<file path="src/pic_map.svh">
// bit positions, reset values and codes of the interrupt controller
`ifndef PIC_MAP_SVH
`define PIC_MAP_SVH
`define PIC_CALL_OPCODE 8'hcd
`define PIC_LOW_RESET   3'h7
`define PIC_W1_W4N      0
`define PIC_W1_SOLO     1
`define PIC_W1_IV4      2
`define PIC_W1_LVLT     3
`define PIC_W1_SEL      4
`define PIC_CMD_SEL     3
`define PIC_EOI_BIT     5
`define PIC_SL_BIT      6
`define PIC_ROT_BIT     7
`define PIC_RD_RIS      0
`define PIC_RD_RR       1
`define PIC_RD_POLL     2
`define PIC_RD_SMM      5
`define PIC_RD_ESMM     6
`define PIC_W4_PM       0
`define PIC_W4_AUTO     1
`define PIC_W4_MS       2
`define PIC_W4_BUF      3
`define PIC_W4_NEST     4
`define PIC_POLL_FLAG   7
`endif

</file>
<file path="src/pic_pkg.sv">
// types shared by the interrupt controller
package pic_pkg;
	typedef enum logic [2:0] {
		ST_UNINIT,
		ST_WORD2,
		ST_WORD3,
		ST_WORD4,
		ST_READY
	} pic_init_t;
endpackage : pic_pkg

</file>
<file path="src/pic_host_side.sv">
// eight-level priority interrupt controller, processor facing part
`timescale 1ns/1ps
`include "pic_map.svh"
module pic_host_side (
	// clock and reset
	input  wire logic       clk,
	input  wire logic       sys_rst,
	// processor bus pins
	input  wire logic       chip_sel_n,
	input  wire logic       rd_n,
	input  wire logic       wr_n,
	input  wire logic       address_bit_zero,
	input  wire logic       interrupt_acknowledge_strobe_n,
	input  wire logic [7:0] data_in,
	output logic      [7:0] data_out,
	output logic            data_oe,
	output logic            int_out,
	// peripheral requests
	input  wire logic [7:0] request_lines,
	// cascade bus
	input  wire logic [2:0] cascade_lines_in,
	output logic      [2:0] cascade_lines_out,
	output logic            cascade_lines_oe,
	// slave program in, buffer enable out
	input  wire logic       slave_program_in,
	output logic            buffer_enable_n,
	output logic            slave_program_oe
);
	// every input pin except clk and sys_rst goes through two flops; a third stage gives edges
	localparam int PW = 25;
	logic [PW-1:0] pin_s1_q;
	logic [PW-1:0] pin_s2_q;
	logic [PW-1:0] pin_s3_q;
	wire  [PW-1:0] pin_raw = {chip_sel_n, rd_n, wr_n, address_bit_zero,
		interrupt_acknowledge_strobe_n, slave_program_in,
		cascade_lines_in, request_lines, data_in};
	always_ff @(posedge clk) begin
		pin_s1_q <= pin_raw;
		pin_s2_q <= pin_s1_q;
		pin_s3_q <= pin_s2_q;
	end
	wire       cs_n    = pin_s2_q[24];
	wire       rdn     = pin_s2_q[23];
	wire       wrn     = pin_s2_q[22];
	wire       ack_ns  = pin_s2_q[20];
	wire       sp_in   = pin_s2_q[19];
	wire [2:0] cas_in  = pin_s2_q[18:16];
	wire [7:0] req_now = pin_s2_q[15:8];
	wire       cs_n_p  = pin_s3_q[24];
	wire       rdn_p   = pin_s3_q[23];
	wire       wrn_p   = pin_s3_q[22];
	wire       ad0_p   = pin_s3_q[21];
	wire       ack_np  = pin_s3_q[20];
	wire [7:0] din_p   = pin_s3_q[7:0];

	// control state
	pic_pkg::pic_init_t state_q;
	logic       lvlt_q;
	logic       iv4_q;
	logic       solo_q;
	logic       w4n_q;
	logic [2:0] page_lo_q;
	logic [7:0] word2_q;
	logic [7:0] casc_q;
	logic       pm_q;
	logic       auto_q;
	logic       ms_q;
	logic       buf_q;
	logic       nest_q;
	logic [7:0] mask_q;
	logic [7:0] pnd_q;
	logic [7:0] svc_q;
	logic [7:0] req_prev_q;
	logic [2:0] low_q;
	logic       rd_svc_q;
	logic       poll_q;
	logic       smm_q;
	logic [1:0] ack_cnt_q;
	logic [2:0] lvl_q;
	logic       hand_off_q;
	logic       int_q;
	logic [7:0] dout_q;
	logic [2:0] cas_out_q;
	logic       cas_oe_q;

	// strobes: write and read taken at the trailing edge so the data has settled, ack at both edges
	wire wr_fire  = ~wrn_p & wrn & ~cs_n_p;
	wire rd_end   = ~rdn_p & rdn & ~cs_n_p;
	wire ack_fall = ack_np & ~ack_ns;
	wire ack_rise = ~ack_np & ack_ns;
	wire ready    = (state_q == pic_pkg::ST_READY);

	// write decode
	wire w_init1 = wr_fire & ~ad0_p & din_p[`PIC_W1_SEL];
	wire w_eoi   = wr_fire & ~ad0_p & ~din_p[`PIC_W1_SEL]
		& ~din_p[`PIC_CMD_SEL];
	wire w_rdp   = wr_fire & ~ad0_p & ~din_p[`PIC_W1_SEL]
		& din_p[`PIC_CMD_SEL];
	wire w_odd   = wr_fire & ad0_p;

	// roles: buffered mode takes the role from the fourth word
	wire cascaded  = ~solo_q;
	wire is_master = buf_q ? ms_q : sp_in;
	wire master    = cascaded & is_master;
	wire slave     = cascaded & ~is_master;

	// priority resolution, lowest level held in low_q
	function automatic logic [3:0] pick(input logic [7:0] v,
		input logic [2:0] low);
		logic [3:0] r;
		logic [2:0] idx;
		r = 4'h0;
		for (int i = 7; i >= 0; i--) begin
			idx = 3'(low + 3'(i) + 3'h1);
			if (v[idx])
				r = {1'b1, idx};
		end
		return r;
	endfunction : pick

	function automatic logic [2:0] rank(input logic [2:0] l,
		input logic [2:0] low);
		return 3'(l - low - 3'h1);
	endfunction : rank

	wire [7:0] req_cand = pnd_q & ~mask_q;
	wire [7:0] svc_eff  = smm_q ? (svc_q & ~mask_q) : svc_q;
	wire [3:0] req_pick = pick(req_cand, low_q);
	wire [3:0] svc_pick = pick(svc_eff, low_q);
	wire [3:0] top_pnd  = pick(pnd_q, low_q);
	wire [2:0] req_lvl  = req_pick[2:0];
	wire [2:0] req_rank = rank(req_lvl, low_q);
	wire [2:0] svc_rank = rank(svc_pick[2:0], low_q);
	wire       nest_ok  = nest_q & master ? req_rank <= svc_rank
		: req_rank < svc_rank;
	wire       int_d    = ready & req_pick[3]
		& (~svc_pick[3] | nest_ok);
	// freeze on the first ack: highest unmasked request while int is up, else highest pending with mask not consulted
	wire [2:0] ack_lvl  = int_q ? req_lvl : top_pnd[2:0];
	wire       ack_go   = ready & ack_fall & (ack_cnt_q == 2'd0);
	wire       last_ack = pm_q ? (ack_cnt_q == 2'd1)
		: (ack_cnt_q == 2'd2);
	wire       via_slave = master & casc_q[ack_lvl];

	// answer bytes
	wire [7:0] call_low = iv4_q
		? {page_lo_q, lvl_q, 2'b00}
		: {page_lo_q[2:1], lvl_q, 3'b000};
	wire [7:0] vec_byte = {word2_q[7:3], lvl_q};
	wire       id_match = (cas_in == casc_q[2:0]);
	wire       may_send = ~hand_off_q & (~slave | id_match);
	logic [7:0] ack_byte;
	logic       ack_send;
	always_comb begin
		ack_byte = `PIC_CALL_OPCODE;
		ack_send = 1'b0;
		unique case (ack_cnt_q)
			2'd0: begin
				ack_byte = `PIC_CALL_OPCODE;
				ack_send = ready & ~pm_q & ~slave;
			end
			2'd1: begin
				ack_byte = pm_q ? vec_byte : call_low;
				ack_send = may_send;
			end
			2'd2: begin
				ack_byte = word2_q;
				ack_send = may_send & ~pm_q;
			end
			default: begin
				ack_byte = 8'h00;
				ack_send = 1'b0;
			end
		endcase
	end
	wire [7:0] poll_byte = {int_q, 4'h0, req_lvl};
	wire [7:0] stat_byte = poll_q ? poll_byte
		: rd_svc_q ? svc_q : pnd_q;
	wire [7:0] rd_byte   = pin_s2_q[21] ? mask_q : stat_byte;
	wire       rd_act    = ~cs_n & ~rdn & wrn;
	wire       ack_act   = ~ack_ns & ack_send;
	wire [7:0] dout_d    = ~ack_ns ? ack_byte : rd_byte;

	// requests: edge or level sensing
	wire [7:0] edge_hit = req_now & ~req_prev_q;
	wire [7:0] pnd_set  = lvlt_q ? req_now : edge_hit;
	wire [7:0] lvl_mask = lvlt_q ? req_now : 8'hff;
	wire [7:0] ack_clr  = ack_go ? 8'(1) << ack_lvl : 8'h00;
	wire       poll_take = rd_end & poll_q & ~pin_s3_q[21]
		& req_pick[3];
	wire [7:0] poll_clr = poll_take ? 8'(1) << req_lvl : 8'h00;

	// end of interrupt clears
	wire       eoi_cmd  = w_eoi & din_p[`PIC_EOI_BIT];
	wire [2:0] eoi_lvl  = din_p[`PIC_SL_BIT] ? din_p[2:0]
		: svc_pick[2:0];
	wire [7:0] eoi_clr  = eoi_cmd ? 8'(1) << eoi_lvl : 8'h00;
	wire [7:0] auto_clr = (auto_q & ack_rise & last_ack)
		? 8'(1) << lvl_q : 8'h00;

	always_ff @(posedge clk) begin
		if (sys_rst | w_init1) begin
			mask_q     <= 8'h00;
			pnd_q      <= 8'h00;
			req_prev_q <= 8'hff;
			low_q      <= `PIC_LOW_RESET;
			smm_q      <= 1'b0;
			rd_svc_q   <= 1'b0;
			poll_q     <= 1'b0;
		end else begin
			req_prev_q <= req_now;
			// a fresh edge beats the ack clear, so none is lost
			pnd_q      <= ((pnd_q & ~ack_clr & ~poll_clr) | pnd_set)
				& lvl_mask;
			if (w_odd & ready)
				mask_q <= din_p;
			if (w_rdp & din_p[`PIC_RD_RR])
				rd_svc_q <= din_p[`PIC_RD_RIS];
			if (w_rdp & din_p[`PIC_RD_ESMM])
				smm_q <= din_p[`PIC_RD_SMM];
			if (w_rdp)
				poll_q <= din_p[`PIC_RD_POLL];
			else if (rd_end & ~pin_s3_q[21])
				poll_q <= 1'b0;
			if (w_eoi & din_p[`PIC_ROT_BIT] & din_p[`PIC_SL_BIT])
				low_q <= din_p[2:0];
			else if (eoi_cmd & din_p[`PIC_ROT_BIT])
				low_q <= eoi_lvl;
		end
	end

	// in-service register: set on acknowledge, cleared by end commands
	always_ff @(posedge clk) begin
		if (sys_rst | w_init1)
			svc_q <= 8'h00;
		else
			svc_q <= (svc_q & ~eoi_clr & ~auto_clr)
				| ack_clr | poll_clr;
	end

	// initialization sequence
	always_ff @(posedge clk) begin
		if (sys_rst) begin
			state_q   <= pic_pkg::ST_UNINIT;
			lvlt_q    <= 1'b0;
			iv4_q     <= 1'b0;
			solo_q    <= 1'b1;
			w4n_q     <= 1'b0;
			page_lo_q <= 3'h0;
			word2_q   <= 8'h00;
			casc_q    <= 8'h00;
			pm_q      <= 1'b0;
			auto_q    <= 1'b0;
			ms_q      <= 1'b0;
			buf_q     <= 1'b0;
			nest_q    <= 1'b0;
		end else if (w_init1) begin
			state_q   <= pic_pkg::ST_WORD2;
			lvlt_q    <= din_p[`PIC_W1_LVLT];
			iv4_q     <= din_p[`PIC_W1_IV4];
			solo_q    <= din_p[`PIC_W1_SOLO];
			w4n_q     <= din_p[`PIC_W1_W4N];
			page_lo_q <= din_p[7:5];
			if (!din_p[`PIC_W1_W4N]) begin
				pm_q   <= 1'b0;
				auto_q <= 1'b0;
				buf_q  <= 1'b0;
				nest_q <= 1'b0;
			end
		end else if (w_odd) begin
			unique case (state_q)
				pic_pkg::ST_WORD2: begin
					word2_q <= din_p;
					state_q <= !solo_q ? pic_pkg::ST_WORD3
						: w4n_q ? pic_pkg::ST_WORD4
						: pic_pkg::ST_READY;
				end
				pic_pkg::ST_WORD3: begin
					casc_q  <= din_p;
					state_q <= w4n_q ? pic_pkg::ST_WORD4
						: pic_pkg::ST_READY;
				end
				pic_pkg::ST_WORD4: begin
					pm_q    <= din_p[`PIC_W4_PM];
					auto_q  <= din_p[`PIC_W4_AUTO];
					ms_q    <= din_p[`PIC_W4_MS];
					buf_q   <= din_p[`PIC_W4_BUF];
					nest_q  <= din_p[`PIC_W4_NEST];
					state_q <= pic_pkg::ST_READY;
				end
				pic_pkg::ST_UNINIT,
				pic_pkg::ST_READY: state_q <= state_q;
			endcase
		end
	end

	// acknowledge sequence and cascade drive
	always_ff @(posedge clk) begin
		if (sys_rst | w_init1) begin
			ack_cnt_q  <= 2'd0;
			lvl_q      <= 3'h0;
			hand_off_q <= 1'b0;
			cas_out_q  <= 3'h0;
			cas_oe_q   <= 1'b0;
		end else begin
			if (ack_go) begin
				// a slave answers with its own level, never its id
				lvl_q      <= ack_lvl;
				hand_off_q <= via_slave;
				cas_out_q  <= via_slave ? ack_lvl : 3'h0;
			end
			if (ack_rise)
				ack_cnt_q <= last_ack ? 2'd0
					: 2'(ack_cnt_q + 2'd1);
			if (ack_rise & last_ack) begin
				cas_out_q  <= 3'h0;
				hand_off_q <= 1'b0;
			end
			cas_oe_q <= master;
		end
	end
	// request and output byte registers
	always_ff @(posedge clk) begin
		if (sys_rst) begin
			int_q  <= 1'b0;
			dout_q <= 8'h00;
		end else begin
			int_q  <= int_d & ~poll_q;
			dout_q <= dout_d;
		end
	end

	assign data_out          = dout_q;
	assign data_oe           = rd_act | ack_act;
	assign int_out           = int_q;
	assign cascade_lines_out = cas_out_q;
	assign cascade_lines_oe  = cas_oe_q;
	assign buffer_enable_n   = ~data_oe;
	assign slave_program_oe  = buf_q;
endmodule : pic_host_side

</file>
<file path="config.mk">
export PLATFORM = sky130hd
export DESIGN_NAME = pic_host_side
export DESIGN_NICKNAME = d
export VERILOG_FILES = /design/src/pic_pkg.sv /design/src/pic_host_side.sv
export VERILOG_INCLUDE_DIRS = /design/src /design/src/src
export SDC_FILE = /design/constraint.sdc
export NUM_CORES = 1
export LEC_CHECK = 0
export BUFFER_PORTS_ARGS = -buffer_cell sky130_fd_sc_hd__buf_2
export CAP_MARGIN = 20
export CORE_MARGIN = 1.5
export CORE_UTILIZATION = 50
export CTS_BUF_LIST = sky130_fd_sc_hd__clkbuf_4
export CTS_CLUSTER_SIZE = 24
export DETAILED_ROUTE_END_ITERATION = 12
export HOLD_SLACK_MARGIN = 0.1
export PLACE_DENSITY = 0.72
export SLEW_MARGIN = 20
export SYNTH_ARGS = -nofsm -noshare
export SYNTH_HDL_FRONTEND = slang
export SYNTH_SLANG_ARGS = --single-unit
export TNS_END_PERCENT = 50
</file>
<file path="constraint.sdc">
create_clock -name clk -period 8.5 [get_ports clk]
set_input_delay 1.7 -clock clk [delete_from_list [all_inputs] [get_ports clk]]
set_output_delay 1.7 -clock clk [all_outputs]
set_load 0.05 [all_outputs]
</file>
Yosys cells after proc, flatten, opt, wreduce, memory -nomap -nowiden
Index checks and enable logic that the tools add are counted.
{ "totals": {"register_bits": 163, "output_inout_bits": 16, "elab_cells": 291} }
{ "classes": {"addsub": 19, "magnitude_cmp": 11, "n_eq_ne": 9, "shift": 4, "n_mux": 118, "bitwise": 83, "n_reduce_logical": 15} }
{ "ops": {"columns": ["operator", "n"], "rows": [
  ["8-bit 2-to-1 mux", 12],
  ["1-bit binary-select mux with 3-bit select", 25],
  ["8-bit bitwise AND", 8],
  ["4-bit 2-to-1 mux", 16],
  ["8-bit NOT", 6],
  ["1-bit 2-to-1 mux", 45],
  ["3-bit 2-to-1 mux", 15],
  ["1-bit bitwise AND", 42],
  ["3-bit by 4-bit < comparator with 1-bit output, second input constant", 9],
  ["1-bit by 3-bit << shifter with 8-bit output, first input constant", 4],
  ["3-bit by 1-bit adder with 3-bit output, second input constant", 8],
  ["8-bit bitwise OR", 3],
  ["8-bit case mux with 3 select lines", 1],
  ["1-bit NOT", 20],
  ["3-bit adder, second input constant", 4],
  ["3-bit AND reduction", 4],
  ["3-bit case mux with 3 select lines", 1],
  ["2-bit nonzero test", 4],
  ["3-bit by 2-bit adder with 3-bit output, second input constant", 2],
  ["3-bit by 2-bit equality test with 1-bit output, second input constant", 2],
  ["6-bit 2-to-1 mux", 1],
  ["2-bit OR reduction", 3],
  ["3-bit by 1-bit subtractor with 3-bit output, second input constant", 2],
  ["3-bit subtractor", 2],
  ["15 further kinds", 20]
]} }

Longest topological paths before layout
Gate-level depths: netlist (run 1).
{ "logic_depth": {"depth_word": 21, "mapped_depth": 22, "depth_no_buf": 17} }

Worst setup path before layout (run 1)
OpenSTA, ideal clock, no wires.
{ "synth_path": {"kind": "register to register", "start": "register low_q[0]", "end": "register int_q (netlist: int_out)", "setup_time_ps": 78, "t_arrival_ps": 5265, "setup_slack_ps": 3157, "stages_incl_launch_ff": 21, "n_path_buf": 4, "synth_period_minus_slack_ps": 5343, "path_cell_list": "dfxtp_1 -> buf_6 -> clkinv_1 -> buf_1 -> clkbuf_1 -> ha_1 -> xor2_1 -> mux4_2 -> o211ai_1 -> a211oi_1 -> or4b_1 -> buf_2 -> ha_1 -> fa_1 -> xnor2_1 -> xnor2_1 -> ha_1 -> nand4_1 -> o22ai_1 -> a31oi_1 -> nor3_1"} }
{ "synth_between": {"elab_chain_cells": 19, "word_cells_on_any_way": 74, "classes_between": "add/sub (18); order compare (2); mux (49); bitwise (5)"} }
{ "synth_lines": {"columns": ["element", "line", "source"], "rows": [
  ["start: declaration", "pic_host_side.sv:74", "logic [2:0] low_q;"],
  ["start signal: assignment", "pic_host_side.sv:206", "low_q <= `PIC_LOW_RESET;"],
  ["start signal: assignment", "pic_host_side.sv:226", "low_q <= din_p[2:0];"],
  ["start signal: assignment", "pic_host_side.sv:228", "low_q <= eoi_lvl;"],
  ["3-bit adder", "pic_host_side.sv:114", "idx = 3'(low + 3'(i) + 3'h1);"],
  ["3-bit by 1-bit adder with 3-bit output", "pic_host_side.sv:114", null],
  ["1-bit binary-select mux with 3-bit select", "pic_host_side.sv:115", "if (v[idx])"],
  ["1-bit 2-to-1 mux (implied by the code)", "pic_host_side.sv:115", null],
  ["4-bit 2-to-1 mux (8 in series)", "pic_host_side.sv:115", null],
  ["3-bit subtractor", "pic_host_side.sv:123", "return 3'(l - low - 3'h1);"],
  ["3-bit by 1-bit subtractor with 3-bit output", "pic_host_side.sv:123", null],
  ["3-bit < comparator / 3-bit less-or-equal comparator (equally long branches)", "pic_host_side.sv:135, pic_host_side.sv:134", null],
  ["1-bit 2-to-1 mux", "pic_host_side.sv:134", "wire nest_ok = nest_q & master ? req_rank <= svc_rank"],
  ["1-bit bitwise OR", "pic_host_side.sv:137", "& (~svc_pick[3] | nest_ok);"],
  ["1-bit bitwise AND (*)", "pic_host_side.sv:137", null],
  ["1-bit bitwise AND (*)", "pic_host_side.sv:328", "int_q <= int_d & ~poll_q;"],
  ["end signal: assignment", "pic_host_side.sv:328", null],
  ["end: declaration", "pic_host_side.sv:81", "logic int_q;"]
]} }
Mark *: on every way between the ends. The rest lies on a longest branch, timed or not. The select of a mux whose other input is x is not followed.
A chain may end at the register's enable or synchronous reset.

Worst setup path after layout (run 1)
{ "layout_path": {"start": "register low_q[1]", "end": "register int_q (netlist: int_out)"} }
Same word-level chain as after synthesis.

==> flow_summary.ini, run 1 <==
[die]
core-area_mm2 = 0.0166
fp-row-count = 47
die_w_um = 134
chipHeight_um = 134
dieArea_mm2 = 0.0179
initial_utilization_pct = 51.5
io_pins = 43

[critical_path]
critPathLaunch = low_q[1]
max_stage_delay_ps = 740
start_kind = flop
crit_arrival_ps = 5900
cp-end-kind = flop
rr_startpoint = low_q[1]
critical_path.top_delay_family = adder cells
critPathBufInv = 1
required_ps = 8970
crit_chain = inv_2 -> ha_1 -> xor2_1 -> mux4_2 -> o211ai_1 -> a211oi_1 -> or4b_1 -> ha_1 -> fa_1 -> xnor2_1 -> xnor2_1 -> ha_1 -> nand4_1 -> o22ai_1 -> a31oi_1 -> nor3_1
crit_fanout = 12
crit_slowest_cell = or4b_1
path_common_cell = ha_1
critPathKind = reg2reg

[timing]
fmax_mhz = 184
min_period_over_period_pct = 63.9
worst_pin_slew_ps = 941
final_hold_viol_count = 0
fin_tns_setup_ps = 0
setup_viol = 0
maxSlewViolCount = 0
min_period_ps = 5430
whs_ps = 337
rsz0062_at_grt = no
setup_slack_ps = 3070
slew_headroom_pct = 36.9
skew_ps = 21.8

[clocking]
cts_tree = built
clk_latency_ps = 540
cts-root-buf = clkbuf_4
numCtsBuffers = 17
cts_resized = 0
cts_setup_buffers = 0
cts_hold_buffers = 0
clk_pin_slew_ps = 140
h-tree-depth = 4
cts_sinks = 151
clockBufferDepth = 2

[synthesis]
synth_edf_count = 0
yosys-top-cells-count = 151 x dfxtp_1, 99 x nor2_1, 77 x nand2_1
seq_area_frac_synth_pct = 35.3
synth_top_area_share_pct = 35.3
synth_flop_cell = dfxtp_1
synth_area_leaders = dfxtp_1 35%, mux4_2 11%, mux2i_1 7.9%
ys_warn_count = 0
synth_seq_cells = 151
yosysTopAreaCell = dfxtp_1
ys_types = 76
synth_area_per_cell_um2 = 9.19
async_reset_ff_share_pct = 0
syn_inst = 932
synth_most_common_cell = dfxtp_1
syn-num-nets = 973
syn_area_mm2 = 0.00857

[detailed_routing]
firstDrtPassIters = 5
avgViaCountPerCell = 6.37
drc_errors = 0
drtIter0Drc = 796
ant_nets = 0
drt_wl_total_mm = 23.1
post_drt_wl_per_cell_um = 19.7
vias = 7454

[global_route]
grt_pass1_wl_mm = 37.0
grt_pass1_vias = 6995
antenna_found_initial = 1
grt_max_degree = 48
grt_usage_pct = 26.3
grt-ovfl-total = 0

[layout]
drive_gt1_share_pct = 16.6
final_cell_area_mm2 = 0.00911
area_growth_pct = 6.31
final_cells = 1171
fin_nets = 979

[placed_design]
place_congestion = 0.964
io_buffers = 42
dpl.hpwl_mm = 16.4
placed_area_mm2 = 0.00886
place_ws_ps = 3200
dpl.cell_count = 1139

[pwr]
vdd_ir_drop_max_mv = 0.143
p_leak_uw = 0.00359
power_density_mw_per_mm2 = 147

[outcome]
outcome = finished, final reports clean

[job]
drv_cap = 0

[hold_path]
min_path_type = reg2reg
hold_path_startpoint = pin_s1_q[8]
[placed cells by master, fill, tap and decap left out, drive strengths merged, types with 6 or more instances in the layout]
master	count
nor3	16
xnor2	10
a21boi	13
mux2i	68
a31oi	15
nand2	77
o21ai	38
a21o	6
nand2b	24
ha	12
dfxtp	151
o22ai	6
o221ai	6
nor2b	16
and2	8
o211ai	10
o31ai	6
and3	6
nor2	99
nand3b	7
nand3	17
clkbuf	17
a211oi	11
a21oi	46
mux2	15
a22oi	13
mux4	41
buf	55
nand4	10
inv	31
[metrics by stage]
step                util [%]  total power, uW
finish                  54.7             1340
global route            54.7             1400
CTS                     54.7             1350
detailed placement      53.2              951
global placement        53.2              947
floorplan                  -              897
[kinds of logic after synthesis]
family | synth area share [%]
xor gates and xnor gates | 1.71
AOI/OAI and AO/OA | 17.8
adders and majority gates | 2.22
DFF | 35.3
buffers and inverters | 4.50
muxes | 20.8
and+or+nand+nor | 17.7
[state kept, by name, summed over array words and instances (netlist names), 2 cells and up]
signal / cells
mask_q: 8
cascade_lines_out: 3
state_q: 3
word2_q: 8
pnd_q: 8
req_prev_q: 8
pin_s1_q: 25
ack_cnt_q: 2
low_q: 3
page_lo_q: 3
casc_q: 8
pin_s3_q: 13
pin_s2_q: 25
lvl_q: 3
svc_q: 8
data_out: 8
[report_power, final]
group	leakage, uW	internal (uW)	total, uW	switching [uW]
Clock	0.000129	123	396	273
Sequential	0.00125	731	757	25.6
Combinational	0.00221	70.7	184	113
[layer usage]
| metal | vias up | GRT usage [%] | share of wire, % |
|---|---|---|---|
| met5 | - | 0 | 0 |
| met4 | 0 | 9.06 | 2.3 |
| met3 | 48 | 6.76 | 8.8 |
| met2 | 397 | 40.8 | 46 |
| met1 | 3561 | 35.7 | 43 |
| li1 | 3448 | - | - |
[path summary, 6_finish.rpt]
path / end / slack, ps / cells after the start
max reg2reg: int_out / 3070 / 16
min: pin_s2_q[8] / 340 / 0
min reg2reg: pin_s2_q[8] / 340 / 0
max: int_out / 3070 / 16
[area by class of cell]
type / count / area [um2]
Antenna cell: 1 / 2.50
Clock buffer: 17 / 128
Clock inverter: 14 / 118
Fill cell: 1505 / 7540
Inverter: 25 / 93.8
Multi-Input combinational cell: 688 / 5160
Sequential cell: 151 / 3020
Tap cell: 220 / 275
Timing Repair Buffer: 55 / 308
(Power assumes the default switching activity.)
==> inputs of run 2 (changes only) <==
- clock period: 8.5 -> 5.5 ns (I/O delays scaled with it)
==> flow_summary.ini, run 2 (synthesis gave the netlist of run 1 again) <==
[outcome]
outcome = finished, final reports clean

[timing]
final_hold_viol_count = 0
min_period_over_period_pct = 89.0
skew_ps = 23.4
whs_ps = 325
setup_viol = 0
fmax_mhz = 204
maxSlewViolCount = 0
worst_pin_slew_ps = 860
min_period_ps = 4890
fin_tns_setup_ps = 0
rsz0062_at_grt = no
slew_headroom_pct = 42.7

[detailed_routing]
drc_errors = 0
avgViaCountPerCell = 6.38
ant_nets = 0
drtIter0Drc = 950
firstDrtPassIters = 5
drt_wl_total_mm = 24.4
vias = 7530
post_drt_wl_per_cell_um = 20.7

[critical_path]
required_ps = 6000
cp-end-kind = flop
start_kind = flop
critPathKind = reg2reg
crit_fanout = 12
crit_arrival_ps = 5400

[layout]
fin_nets = 989
drive_gt1_share_pct = 17.7
reg_top3 = pin_s1_q: 25 flops, pin_s2_q: 25 flops, pin_s3_q: 13 flops
layout_common_cells = 150 x dfxtp_1, 99 x nor2_1, 77 x nand2_1
final_cell_area_mm2 = 0.00925
final_cells = 1181
layout_commonest_cell = dfxtp_1
area_growth_pct = 7.95
diodes = 0

[clocking]
cts_setup_buffers = 0
cts-root-buf = clkbuf_4
numCtsBuffers = 17
cts_tree = built
h-tree-depth = 4
cts_sinks = 151
clockBufferDepth = 2
clk_latency_ps = 570
cts_resized = 0
clk_pin_slew_ps = 150
cts_hold_buffers = 0

[placed_design]
placed_area_mm2 = 0.00893
place_congestion = 0.967
dpl.hpwl_mm = 17.3
io_buffers = 42
dpl.cell_count = 1149

[die]
die_w_um = 134
initial_utilization_pct = 51.5
core-area_mm2 = 0.0166
dieArea_mm2 = 0.0179
io_pins = 43
chipHeight_um = 134
fp-row-count = 47

[pwr]
clkPwrFrac_pct = 33.5
switching_share_pct = 30.0
vdd_ir_drop_max_mv = 0.343
p_sw_uw = 658
p_int_uw = 1540
p_leak_uw = 0.00368
p_seq_share_pct = 53.3
combPwrFrac_pct = 13.2
power_density_mw_per_mm2 = 237
p_total_uw = 2190

[global_route]
grt-ovfl-total = 0
grt_max_degree = 41
antenna_found_initial = 0
grt_usage_pct = 27.5
grt_pass1_wl_mm = 38.1
grt_pass1_vias = 7007

[job]
drv_cap = 0

[hold_path]
min_path_type = reg2reg
==> run 2: cell types whose count changed in the layout (fill, tap and decap cells not counted), sizes merged <==
cell / previous run / this run
inv: 31 / 32
buf: 55 / 65
bufinv: 0 / 2
diode: 1 / 0
clkinvlp: 3 / 1
==> run 2: worst paths after layout <==
| kind | startpoint | cells past startpoint | end | slack [ps] |
|---|---|---|---|---|
| worst max register to register | low_q[1] | 16 | int_out | 610 |
| worst min-delay path | pin_s2_q[0] | 0 | pin_s3_q[0] | 320 |
| worst max-delay path | low_q[1] | 16 | int_out | 610 |
| worst min register to register | pin_s2_q[0] | 0 | pin_s3_q[0] | 320 |
==> run 2: through the flow <==
step | utilization, % | setup slack, ps
4_1_cts | 55.6 | 694
2_1_floorplan | - | 157
3_3_place_gp | 53.7 | 813
6_report | 55.6 | 607
5_1_grt | 55.6 | 344
3_5_place_dp | 53.7 | 729
==> run 2: power groups by stage <==
stage | registers (uW) | clock network [uW] | logic, uW
3_5_place_dp | 1190 | 0 | 282
2_1_floorplan | 1180 | 0 | 209
3_3_place_gp | 1190 | 0 | 281
4_1_cts | 1170 | 751 | 283
5_1_grt | 1170 | 800 | 312
6_report | 1170 | 736 | 290
==> run 2: cell type report <==
class,count,area [um2]
clock buffer,17,128
clock inverter,15,185
fill,1499,7400
inverter,25,93.8
multi-input combinational,688,5160
sequential,151,3020
tap,220,275
timing repair buffer,65,383
==> run 2: layer usage <==
layer	GRT usage, %	share of wire, %	vias to the layer above
li1	-	-	3472
met1	36.7	43	3591
met2	42.8	45	392
met3	6.12	8.2	75
met4	12.5	3.6	0
met5	0	0	-
==> run 2: worst max-delay path: stages, from the launching register on <==
cell      delay (ps)
dfxtp_1          630
inv_2            250
ha_1             300
xor2_1           250
mux4_2           570
o211ai_1         240
a211oi_1         110
or4b_1           720
ha_1             300
fa_1             370
xnor2_1          140
xnor2_1          140
ha_1             300
nand4_1          100
o22ai_1          180
a31oi_1           60
nor3_1           160
